## src/common/switch_ctrl_pkg.sv

```systemverilog
/*
 * constants for the storage and power switch control block: register
 * offsets, field positions, supply behaviour codes and timing counts.
 * assumes a 100 MHz system clock.
 */
package switch_ctrl_pkg;

   // ------------------------------------------------------------------
   // register offsets (byte-wide registers)
   // ------------------------------------------------------------------
   localparam logic [7:0] STORAGE_CELL_CONFIG_ADDR = 8'h06;
   localparam logic [7:0] AUX_SUPPLY_CONFIG_ADDR   = 8'h10;
   localparam logic [7:0] AUX_GROUND_CONFIG_ADDR   = 8'h11;
   localparam logic [7:0] POWER_SWITCH_ENABLE_ADDR = 8'h19;
   localparam logic [7:0] SWITCH_STATUS_ADDR       = 8'h1f;

   // ------------------------------------------------------------------
   // field positions
   // ------------------------------------------------------------------
   localparam int CELL_NO_PROTECT_BIT   = 0;
   localparam int CELL_PRIMARY_BIT      = 1;
   localparam int CELL_FORCE_CONN_BIT   = 2;
   localparam int CELL_FIELD_WIDTH      = 3;
   localparam int GND_AUTO_LSB          = 0;
   localparam int AUX_CHANNELS          = 3;
   localparam int PWR_SLEEP_BIT         = 0;
   localparam int PWR_SUPPLY_EN_LSB     = 1;
   localparam int PWR_GROUND_EN_LSB     = 4;
   localparam int PWR_DCDC_OFF_BIT      = 7;
   localparam int AUX_BEHAV_WIDTH       = 2;
   localparam int STAT_PROTECT_BIT      = 0;
   localparam int STAT_CONNECTED_BIT    = 1;

   // reset values held until the nonvolatile defaults are loaded
   localparam logic [7:0] REG_RESET_VALUE = 8'h00;

   // ------------------------------------------------------------------
   // auxiliary supply behaviour codes
   // ------------------------------------------------------------------
   localparam logic [1:0] AUX_ON_STORE    = 2'h0;
   localparam logic [1:0] AUX_ON_LDO      = 2'h1;
   localparam logic [1:0] AUX_AUTO_FLOAT  = 2'h2;
   localparam logic [1:0] AUX_AUTO_GROUND = 2'h3;

   // ------------------------------------------------------------------
   // timing
   // ------------------------------------------------------------------
   localparam int CLK_FREQ_HZ       = 100_000_000;
   localparam int CONFIRM_TIME_US   = 1000;
   localparam int CONFIRM_CYCLES    = CLK_FREQ_HZ / 1_000_000 * CONFIRM_TIME_US;
   localparam int HOLD_HRV_PERIODS  = 2;

   typedef enum logic [1:0] {
      LINK_IDLE    = 2'b00,
      LINK_CONFIRM = 2'b01,
      LINK_HOLD    = 2'b10
   } link_state_t;

endpackage

```

## src/core/storage_switch_control.sv

```systemverilog
/*
 * storage and power switch control: aux supply / aux ground switches,
 * converter force-off, supply sleep request and primary-cell store linking.
 * assumes a serial front end that issues single-cycle byte reads/writes,
 * analog comparators giving levels, and an external sleep timer.
 */
// Function
// - ground auto disconnect outside minimum-to-max window
// - converter-disable bit holds boost converter off
// - ground enable closes switch above minimum-high
// - supply enable connects output above minimum-high
// - sleep request disconnects main supply for interval
// - primary-cell mode: converter never charges long store
// - primary-cell: auto link stores when harvest short
// - harvester-low connects stores in primary-cell mode
// - low store measurement confirmed after 1 ms
// - auto link held two harvester periods
// - battery below minimum-low keeps stores apart
// - force-connect links stores in primary-cell mode, stops harvesting
// - store protection makes force-connect ineffective
// - protection-disable turns protection off, status zero
// - supply field picks one of four behaviours
`timescale 1ns/100ps
module storage_switch_control
   import switch_ctrl_pkg::*;
#(
   parameter int CONFIRM_COUNT = CONFIRM_CYCLES
) (
   // clock and reset
   input  wire logic                    sys_clk_in,
   input  wire logic                    srst_in,
   // register access from the serial front end
   input  wire logic [7:0]              reg_addr_in,
   input  wire logic [7:0]              reg_wdata_in,
   input  wire logic                    reg_wr_in,
   output logic      [7:0]              reg_rdata_out,
   // nonvolatile defaults
   input  wire logic [7:0]              nvm_storage_cell_in,
   input  wire logic [7:0]              nvm_aux_supply_in,
   input  wire logic [7:0]              nvm_aux_ground_in,
   input  wire logic [7:0]              nvm_power_switch_in,
   // comparator levels and measurement events
   input  wire logic                    sts_above_min_hi_in,
   input  wire logic                    sts_above_min_in,
   input  wire logic                    sts_below_apl_max_in,
   input  wire logic                    sts_below_disconnect_in,
   input  wire logic                    bat_below_min_lo_in,
   input  wire logic                    harvester_low_in,
   input  wire logic                    sts_meas_done_in,
   input  wire logic                    hrv_period_in,
   input  wire logic                    sleep_done_in,
   // switch drivers
   output logic [AUX_CHANNELS-1:0]      aux_ground_close_out,
   output logic [AUX_CHANNELS-1:0]      aux_to_store_out,
   output logic [AUX_CHANNELS-1:0]      aux_to_ldo_out,
   output logic [AUX_CHANNELS-1:0]      aux_grounded_out,
   output logic                         dcdc_force_off_out,
   output logic                         lts_charge_en_out,
   output logic                         stores_connect_out,
   output logic                         sleep_request_out,
   output logic                         lts_protect_out
);

   // ------------------------------------------------------------------
   // registers
   // ------------------------------------------------------------------
   logic [CELL_FIELD_WIDTH-1:0]       cell_cfg_q;
   logic [2*AUX_CHANNELS-1:0]         aux_behav_q;
   logic [AUX_CHANNELS-1:0]           gnd_auto_q;
   logic [7:0]                        pwr_en_q;
   logic                              nvm_load_q;
   logic                              wr_cell;
   logic                              wr_aux;
   logic                              wr_gnd;
   logic                              wr_pwr;

   assign wr_cell = reg_wr_in && (reg_addr_in == STORAGE_CELL_CONFIG_ADDR);
   assign wr_aux  = reg_wr_in && (reg_addr_in == AUX_SUPPLY_CONFIG_ADDR);
   assign wr_gnd  = reg_wr_in && (reg_addr_in == AUX_GROUND_CONFIG_ADDR);
   assign wr_pwr  = reg_wr_in && (reg_addr_in == POWER_SWITCH_ENABLE_ADDR);

   // defaults arrive one edge after reset is released
   always_ff @(posedge sys_clk_in) begin
      if (srst_in) begin
         nvm_load_q <= 1'b1;
      end else begin
         nvm_load_q <= 1'b0;
      end
   end

   always_ff @(posedge sys_clk_in) begin
      if (srst_in) begin
         cell_cfg_q  <= REG_RESET_VALUE[CELL_FIELD_WIDTH-1:0];
         aux_behav_q <= REG_RESET_VALUE[2*AUX_CHANNELS-1:0];
         gnd_auto_q  <= REG_RESET_VALUE[AUX_CHANNELS-1:0];
      end else if (nvm_load_q) begin
         cell_cfg_q  <= nvm_storage_cell_in[CELL_FIELD_WIDTH-1:0];
         aux_behav_q <= nvm_aux_supply_in[2*AUX_CHANNELS-1:0];
         gnd_auto_q  <= nvm_aux_ground_in[AUX_CHANNELS-1:0];
      end else begin
         if (wr_cell) cell_cfg_q  <= reg_wdata_in[CELL_FIELD_WIDTH-1:0];
         if (wr_aux)  aux_behav_q <= reg_wdata_in[2*AUX_CHANNELS-1:0];
         if (wr_gnd)  gnd_auto_q  <= reg_wdata_in[AUX_CHANNELS-1:0];
      end
   end

   // the sleep bit self-clears when the timer ends; a write of one wins
   always_ff @(posedge sys_clk_in) begin
      if (srst_in) begin
         pwr_en_q <= REG_RESET_VALUE;
      end else if (nvm_load_q) begin
         pwr_en_q <= nvm_power_switch_in;
      end else if (wr_pwr) begin
         pwr_en_q <= reg_wdata_in;
      end else if (sleep_done_in) begin
         pwr_en_q[PWR_SLEEP_BIT] <= 1'b0;
      end
   end

   // ------------------------------------------------------------------
   // comparator synchronisers
   // ------------------------------------------------------------------
   localparam int NSYNC = 6;
   logic [NSYNC-1:0] cmp_raw;
   logic [NSYNC-1:0] cmp_meta_q;
   logic [NSYNC-1:0] cmp_q;

   assign cmp_raw = {harvester_low_in, bat_below_min_lo_in, sts_below_disconnect_in,
                     sts_below_apl_max_in, sts_above_min_in, sts_above_min_hi_in};

   always_ff @(posedge sys_clk_in) begin
      if (srst_in) begin
         cmp_meta_q <= '0;
         cmp_q      <= '0;
      end else begin
         cmp_meta_q <= cmp_raw;
         cmp_q      <= cmp_meta_q;
      end
   end

   logic above_min_hi;
   logic above_min;
   logic below_apl_max;
   logic below_disc;
   logic bat_low;
   logic hrv_low;

   assign {hrv_low, bat_low, below_disc, below_apl_max, above_min, above_min_hi} = cmp_q;

   // ------------------------------------------------------------------
   // protection and mode decode
   // ------------------------------------------------------------------
   logic primary;
   logic protect;
   logic force_link;

   assign primary    = cell_cfg_q[CELL_PRIMARY_BIT];
   assign protect    = bat_low && !cell_cfg_q[CELL_NO_PROTECT_BIT];
   assign force_link = primary && cell_cfg_q[CELL_FORCE_CONN_BIT] && !protect;

   // ------------------------------------------------------------------
   // automatic store link in primary-cell mode
   // ------------------------------------------------------------------
   link_state_t state_q;
   link_state_t state_d;
   logic [$clog2(CONFIRM_COUNT+1)-1:0] confirm_cnt_q;
   logic [1:0]                         hold_cnt_q;
   logic                               confirm_end;
   logic                               hold_end;
   logic                               link_now;

   assign confirm_end = (confirm_cnt_q == '0);
   assign hold_end    = hrv_period_in && (hold_cnt_q == 2'(HOLD_HRV_PERIODS - 1));
   assign link_now    = hrv_low || (state_q == LINK_CONFIRM && confirm_end && below_disc);

   always_comb begin
      state_d = state_q;
      unique case (state_q)
         LINK_IDLE: begin
            if (hrv_low) begin
               state_d = LINK_HOLD;
            end else if (sts_meas_done_in && below_disc) begin
               state_d = LINK_CONFIRM;
            end
         end
         LINK_CONFIRM: begin
            if (link_now) begin
               state_d = LINK_HOLD;
            end else if (confirm_end) begin
               state_d = LINK_IDLE;
            end
         end
         LINK_HOLD: begin
            // re-evaluated only after the hold runs out
            if (hold_end) begin
               state_d = hrv_low ? LINK_HOLD : LINK_IDLE;
            end
         end
         default: state_d = LINK_IDLE;
      endcase
      if (!primary || protect) begin
         state_d = LINK_IDLE;
      end
   end

   always_ff @(posedge sys_clk_in) begin
      if (srst_in) begin
         state_q <= LINK_IDLE;
      end else begin
         state_q <= state_d;
      end
   end

   // second measurement taken one confirm interval after the first
   always_ff @(posedge sys_clk_in) begin
      if (srst_in) begin
         confirm_cnt_q <= '0;
      end else if (state_q == LINK_IDLE && state_d == LINK_CONFIRM) begin
         confirm_cnt_q <= ($bits(confirm_cnt_q))'(CONFIRM_COUNT - 1);
      end else if (state_q == LINK_CONFIRM && !confirm_end) begin
         confirm_cnt_q <= confirm_cnt_q - 1'b1;
      end
   end

   always_ff @(posedge sys_clk_in) begin
      if (srst_in) begin
         hold_cnt_q <= '0;
      end else if (state_q != LINK_HOLD || hold_end) begin
         hold_cnt_q <= '0;
      end else if (hrv_period_in) begin
         hold_cnt_q <= hold_cnt_q + 1'b1;
      end
   end

   // ------------------------------------------------------------------
   // switch drivers, all registered
   // ------------------------------------------------------------------
   logic in_window;
   assign in_window = above_min && below_apl_max;

   generate
      for (genvar i = 0; i < AUX_CHANNELS; i++) begin : g_aux
         logic [1:0] behav;
         logic       sup_on;
         assign behav  = aux_behav_q[AUX_BEHAV_WIDTH*i +: AUX_BEHAV_WIDTH];
         // auto modes additionally drop out below store minimum
         assign sup_on = pwr_en_q[PWR_SUPPLY_EN_LSB+i] && above_min_hi &&
                         (behav[1] == 1'b0 || above_min);

         always_ff @(posedge sys_clk_in) begin
            if (srst_in) begin
               aux_ground_close_out[i] <= 1'b0;
               aux_to_store_out[i]     <= 1'b0;
               aux_to_ldo_out[i]       <= 1'b0;
               aux_grounded_out[i]     <= 1'b0;
            end else begin
               aux_ground_close_out[i] <= pwr_en_q[PWR_GROUND_EN_LSB+i] && above_min_hi &&
                                          !(gnd_auto_q[GND_AUTO_LSB+i] && !in_window);
               aux_to_store_out[i]     <= sup_on && behav != AUX_ON_LDO;
               aux_to_ldo_out[i]       <= sup_on && behav == AUX_ON_LDO;
               aux_grounded_out[i]     <= !sup_on && behav == AUX_AUTO_GROUND;
            end
         end
      end
   endgenerate

   always_ff @(posedge sys_clk_in) begin
      if (srst_in) begin
         dcdc_force_off_out <= 1'b0;
         lts_charge_en_out  <= 1'b0;
         stores_connect_out <= 1'b0;
         sleep_request_out  <= 1'b0;
         lts_protect_out    <= 1'b0;
      end else begin
         dcdc_force_off_out <= pwr_en_q[PWR_DCDC_OFF_BIT] || force_link;
         lts_charge_en_out  <= !primary;
         stores_connect_out <= force_link ||
                               (state_d == LINK_HOLD);
         sleep_request_out  <= pwr_en_q[PWR_SLEEP_BIT];
         lts_protect_out    <= protect;
      end
   end

   // ------------------------------------------------------------------
   // read-back; reserved and unmapped bits read zero
   // ------------------------------------------------------------------
   always_ff @(posedge sys_clk_in) begin
      if (srst_in) begin
         reg_rdata_out <= 8'h00;
      end else begin
         unique case (reg_addr_in)
            STORAGE_CELL_CONFIG_ADDR: reg_rdata_out <= 8'(cell_cfg_q);
            AUX_SUPPLY_CONFIG_ADDR:   reg_rdata_out <= 8'(aux_behav_q);
            AUX_GROUND_CONFIG_ADDR:   reg_rdata_out <= 8'(gnd_auto_q);
            POWER_SWITCH_ENABLE_ADDR: reg_rdata_out <= pwr_en_q;
            SWITCH_STATUS_ADDR: begin
               reg_rdata_out <= 8'h00;
               reg_rdata_out[STAT_PROTECT_BIT]   <= lts_protect_out;
               reg_rdata_out[STAT_CONNECTED_BIT] <= stores_connect_out;
            end
            default:                  reg_rdata_out <= 8'h00;
         endcase
      end
   end

endmodule

```

## config.mk

```make
export PLATFORM = sky130hd
export DESIGN_NAME = storage_switch_control
export DESIGN_NICKNAME = d
export VERILOG_FILES = /design/src/common/switch_ctrl_pkg.sv /design/src/core/storage_switch_control.sv
export SDC_FILE = /design/constraint.sdc
export NUM_CORES = 1
export LEC_CHECK = 0
export BUFFER_PORTS_ARGS = -buffer_cell sky130_fd_sc_hd__buf_2
export CAP_MARGIN = 20
export CORE_MARGIN = 10
export CORE_UTILIZATION = 53
export CTS_CLUSTER_SIZE = 20
export DETAILED_ROUTE_END_ITERATION = 7
export PLACE_DENSITY = 0.8
export SYNTH_ARGS = -nofsm -noshare
export SYNTH_HDL_FRONTEND = slang
export SYNTH_SLANG_ARGS = --single-unit
```

## constraint.sdc

```tcl
create_clock -name sys_clk_in -period 2.4 [get_ports sys_clk_in]
set_input_delay 0.24 -clock sys_clk_in [delete_from_list [all_inputs] [get_ports sys_clk_in]]
set_output_delay 0.24 -clock sys_clk_in [all_outputs]
set_load 0.01 [all_outputs]
```

Word-level counts from Yosys, hierarchy flattened:

Cells that the tools add are included.
Widths: inputs -> output; s select.

* muxes and demuxes: 22
* shifts and indexed selects: 0
* $lt $le $gt $ge: 0
* reductions and logical operators: 67
* bitwise gates (word level): 3
* $add $sub $neg: 2
* div/mod/pow operators: 0
* $mul: 0
* equality and inequality tests: 20

Operators by type and width (number)
* $pmux 8 s5: 1
* $logic_and 1x1->1: 38
* $mux 17: 2
* $eq 8x5->1 const B: 4
* $logic_not 17->1: 1
* $sub 17x1->17 const B: 1
* $mux 2: 7
* $eq 2x1->1 const B: 6
* $mux 3: 4
* $mux 6: 2
* $logic_not 1->1: 11
* $eq 2x2->1 const B: 5
* $reduce_bool 2->1: 5
* $eq 8x3->1 const B: 1
* $logic_or 1x1->1: 8
* $mux 8: 1
* $mux 7: 1
* $ne 2x1->1 const B: 3
* $pmux 2 s3: 1
* $reduce_or 2->1: 2
* $mux 1: 3
* $not 1->1: 3
* $reduce_bool 3->1: 1
* $add 2x1->2 const B: 1
* 2 further kinds: 2

* word-level logic and storage cells: 144
* bits of input ports: 60
* output and inout bits: 25
* memories: 0
* bits in read-only memories: 0
* memory bits (writable): 0
* latch bits: 0
* flip-flop bits (word level): 79

Depth between registers and ports, before layout:

* depth after elaboration: 10
* mapped depth: 7
* depth with buffers taken out: 7

Worst setup path after synthesis:

Ideal clock, no wire load.

* kind: register -> register
* start point: reg confirm_cnt_q[5]
* end point: reg confirm_cnt_q[1]
* arrival time: 2.032 ns
* buffers on the path: 1
* setup time: 0.070 ns
* setup slack: 0.297 ns
* clock period less this slack: 2.103 ns
* stages on the path, launching flop included: 7
* data required time: 2.330 ns
* cells stage by stage: dfxtp_1 or4_1 or2_1 clkbuf_1 o21ai_0 mux2_2 a21oi_1

* longest elaborated chain between the ends: 10
* elaborated cells on any way between the ends: 14
* classes of those cells: eq/ne: 1; mux: 5; reduce/logical: 8

RTL lines
* from (decl): RTL line storage_switch_control.sv:166 `logic [$clog2(CONFIRM_COUNT+1)-1:0] confirm_cnt_q;`
* from (signal assigned): RTL line storage_switch_control.sv:219 `confirm_cnt_q <= ($bits(confirm_cnt_q))'(CONFIRM_COUNT - 1);`
* from (signal assigned): RTL line storage_switch_control.sv:221 `confirm_cnt_q <= confirm_cnt_q - 1'b1;`
* $logic_not 17->1 *: RTL line storage_switch_control.sv:172 `assign confirm_end = (confirm_cnt_q == '0);`
* $logic_and 1x1->1 (2 in series): RTL line storage_switch_control.sv:174 `assign link_now = hrv_low || (state_q == LINK_CONFIRM && confirm_end && below_disc);`
* $logic_or 1x1->1: RTL line storage_switch_control.sv:174
* $mux 2: RTL line storage_switch_control.sv:187 `if (link_now) begin`
* $pmux 2 s3: RTL line storage_switch_control.sv:178 `unique case (state_q)`
* $mux 2: RTL line storage_switch_control.sv:201 `if (!primary || protect) begin`
* $eq 2x1->1: RTL line storage_switch_control.sv:218 `end else if (state_q == LINK_IDLE && state_d == LINK_CONFIRM) begin`
* $logic_and 1x1->1: RTL line storage_switch_control.sv:218
* $mux 17 / $reduce_bool 2->1 (equally long branches)

Mark *: on every way between the ends. The rest lies on a longest branch, timed or not.
A chain may end at the register's enable or synchronous reset.

Worst setup path in the final report:

Same ends and word-level chain as after synthesis.

==> impl_metrics.py <==
metrics = {
    "global_route": {
        "grt_pass1_vias": 2797,
        "grtUsageMet1_pct": 22.17,
        "grt_pass1_wl_um": 13450,
        "grt_max_degree": 24,
        "met2_usage_pct": 23.84,
        "top_usage_layer": "met2",
        "overflow": 0,
        "met3_usage_pct": 4.739,
        "antenna_found_initial": 0,
        "track_usage_pct": 16.35,
    },
    "worst_hold_path": {
        "min_path_cells": 2,
        "hold_path.class": "in2reg",
        "whs_endpoint": "cmp_meta_q[5]",
        "min-delay-start": "harvester_low_in",
    },
    "floorplanning": {
        "io_pins": 85,
        "rows": 29,
        "die_area_mm2": 0.009964,
        "core_mm2": 0.006277,
        "die_w_um": 99.82,
        "start_util_pct": 53.80,
        "dieHeight_um": 99.82,
    },
    "power": {
        "leakage_nw": 1.674,
        "peakVddDrop_mv": 0.4647,
        "finalPower_mw": 2.654,
        "powerDensity_mw_per_mm2": 653.1,
    },
    "logic_synthesis": {
        "synth_fp_nets": 421,
        "yosys-top-cells-area": "dfxtp_1, nor2b_1, nor3_1",
        "synth_cells": 358,
        "yosysTopAreaCellShare_pct": 46.83,
        "synth_top_area_cell": "dfxtp_1",
        "synth_area_mm2": 0.003377,
        "synth_edf_count": 0,
        "ys_ff_latch": 79,
        "ys_warn_count": 0,
        "syn_avg_cell_area_um2": 9.433,
        "seq_area_frac_synth_pct": 46.83,
        "synth.distinct_cells": 49,
        "synthFlopType": "dfxtp_1",
        "ys_async_sr_fraction_pct": 0,
    },
    "cts": {
        "root_buffer": "clkbuf_8",
        "ctsResizeCount": 0,
        "clock_tree.buffer_depth": 2,
        "cts_tree": "yes",
        "cts_hold_buf": 0,
        "cts_setup_buffers": 0,
        "cts_inserted_buffers": 9,
        "cts.clk_slew.worst_paths_ns": 0.09,
        "clock_latency_ns": 0.35,
        "htreeDepth": 3,
        "cts.sinks": 79,
    },
    "critical_path": {
        "cp_cell_sequence": "or4_1, or2_1, o21ai_0, mux2_2, a21oi_1",
        "critPathMaxFanout": 7,
        "timing.rr.start": "confirm_cnt_q[5]",
        "reg2regPathDepth": 5,
        "rr_endpoint": "confirm_cnt_q[1]",
        "cpPeakStageDelay_ns": 0.60,
        "critPathArrivalTime_ns": 2.42,
        "required_ns": 2.69,
        "critPathCaptureType": "register",
        "cp_slowest_cell": "or4_1",
        "reg2reg_slack_ns": 0.27,
        "critPathKind": "reg2reg",
        "crit_path_start_kind": "register",
    },
    "sta": {
        "rsz0062_at_grt": "no",
        "period_minus_slack_ns": 2.127,
        "setup_viol": 0,
        "fmax_ghz": 0.4701,
        "max-slew-margin-rel_pct": 58.22,
        "fin_hold_ws_ns": 0.09808,
        "setup_ws_ns": 0.2727,
        "drv_slew": 0,
        "worst_pin_slew_ns": 0.6258,
        "hold_violations": 0,
        "finClkSkew_ns": 0.01309,
        "finalCritPeriodShare_pct": 88.64,
    },
    "final_layout": {
        "multi_input_area_mm2": 0.001663,
        "fillCellCount": 543,
        "drive_above_1_share_pct": 25.45,
        "regArea_mm2": 0.001582,
        "syn_to_final_growth_pct": 20.34,
        "design_area_mm2": 0.004064,
        "final_cells": 517,
        "fin_nets": 499,
        "diodes": 0,
    },
    "drt": {
        "drt_iter0_markers": 162,
        "viasPerCell": 5.561,
        "ant_nets": 0,
        "remaining_drc_errors": 0,
        "drt_first_pass_iters": 4,
        "num_vias": 2875,
        "wirelength_um": 8133,
        "routedWlPerCell_um": 15.73,
    },
    "placed_design": {
        "dp_hpwl_um": 6227,
        "dpl_cell_area_mm2": 0.003852,
        "place_congestion": 0.8504,
        "place_worst_setup_slack_ns": -0.02093,
        "place_inst": 502,
        "portBuffers": 72,
    },
    "status": {
        "status": "complete, no violations",
    },
    "flow_run": {
        "max-cap-violations": 0,
    },
}
cell type report:
class / instances / area share [%]
clock buffers: 10 / 3.140
clock inverters: 5 / 2.063
inverters: 11 / 1.016
multi-input cells: 250 / 40.92
flip-flops and latches: 79 / 38.92
well taps: 77 / 2.371
repair buffers: 85 / 11.58
metrics by stage:
| step | setup TNS, ns | utilization [%] |
|---|---|---|
| after global routing | 0 | 64.74 |
| after global placement | 0 | 61.37 |
| final | 0 | 64.74 |
| after floorplan | 0 | - |
| after detailed placement | -0.02093 | 61.37 |
| after CTS | 0 | 64.74 |
report_power, final:
group          internal [mW]  total [mW]  switching, mW
combinational         0.0967       0.208          0.111
sequential              1.35        1.40         0.0438
clock                  0.582        1.05          0.469
total                   2.03        2.65          0.624
cells in the mapped netlist, types with 5 or more instances:
| cell type | instances |
|---|---|
| a2111oi_0 | 12 |
| a2111oi_2 | 8 |
| a21oi_1 | 18 |
| a22oi_1 | 6 |
| and3_1 | 6 |
| clkbuf_1 | 10 |
| dfxtp_1 | 79 |
| inv_1 | 11 |
| nand2_1 | 17 |
| nand3_1 | 7 |
| nor2_1 | 27 |
| nor2b_1 | 34 |
| nor3_1 | 28 |
| nor4_1 | 5 |
| o21ai_0 | 9 |
| or3_1 | 6 |
| xor2_1 | 10 |
flip-flops by register name (all words and copies together), names as in the netlist, 6 cells and up:
register       flops
cmp_meta_q         6
aux_behav_q        6
reg_rdata_out      8
cmp_q              6
pwr_en_q           8
confirm_cnt_q     17
worst max path at each step:
stage / from / endpoint / slack, ns / depth (start not counted)
after global placement: reg_addr_in[5] / pwr_en_q[0] / 0.11 / 7
final: confirm_cnt_q[5] / confirm_cnt_q[1] / 0.27 / 5
after floorplan: confirm_cnt_q[5] / confirm_cnt_q[1] / 0.30 / 6
after CTS: confirm_cnt_q[0] / confirm_cnt_q[1] / 0.28 / 7
after global routing: confirm_cnt_q[1] / confirm_cnt_q[1] / 0.01 / 7
after detailed placement: reg_addr_in[5] / pwr_en_q[1] / -0.02 / 7
layer usage:
| layer | share of wire, % | routed length, um |
|---|---|---|
| met3 | 7.7 | 625 |
| met2 | 44 | 3580 |
| met5 | 0 | 0 |
| met4 | 1.3 | 106 |
| met1 | 47 | 3821 |
worst max-delay path, delay by kind of cell (launching register included):
kind             cells  cell delay (ns)
AND/OR/NAND/NOR      2             0.93
flip-flops           1             0.36
AO/OA/AOI/OAI        2             0.40
multiplexers         1             0.36
cell usage in the layout, fill, tap and decap left out, drive strengths merged, types with 5 or more instances in the layout:
cell type and n:
a2111oi 20, nor2 27, and3 6, xor2 10
nand2 17, nor3b 5, a21oi 18, nor2b 34
nor4 7, buf 85, a22oi 6, clkbuf 10
inv 11, dfxtp 79, nor3 28, o21ai 9
nand3 7, or3 6
cell families after synthesis:
group                      synth area share (%)
and+or+nand+nor                           27.42
buffers and inverters                     3.927
AOI/OAI and AO/OA                         16.30
DFF                                       46.83
muxes                                     1.556
adders and majority gates                 1.112
xor gates and xnor gates                  2.853
Power figures use the tool's default switching activity.
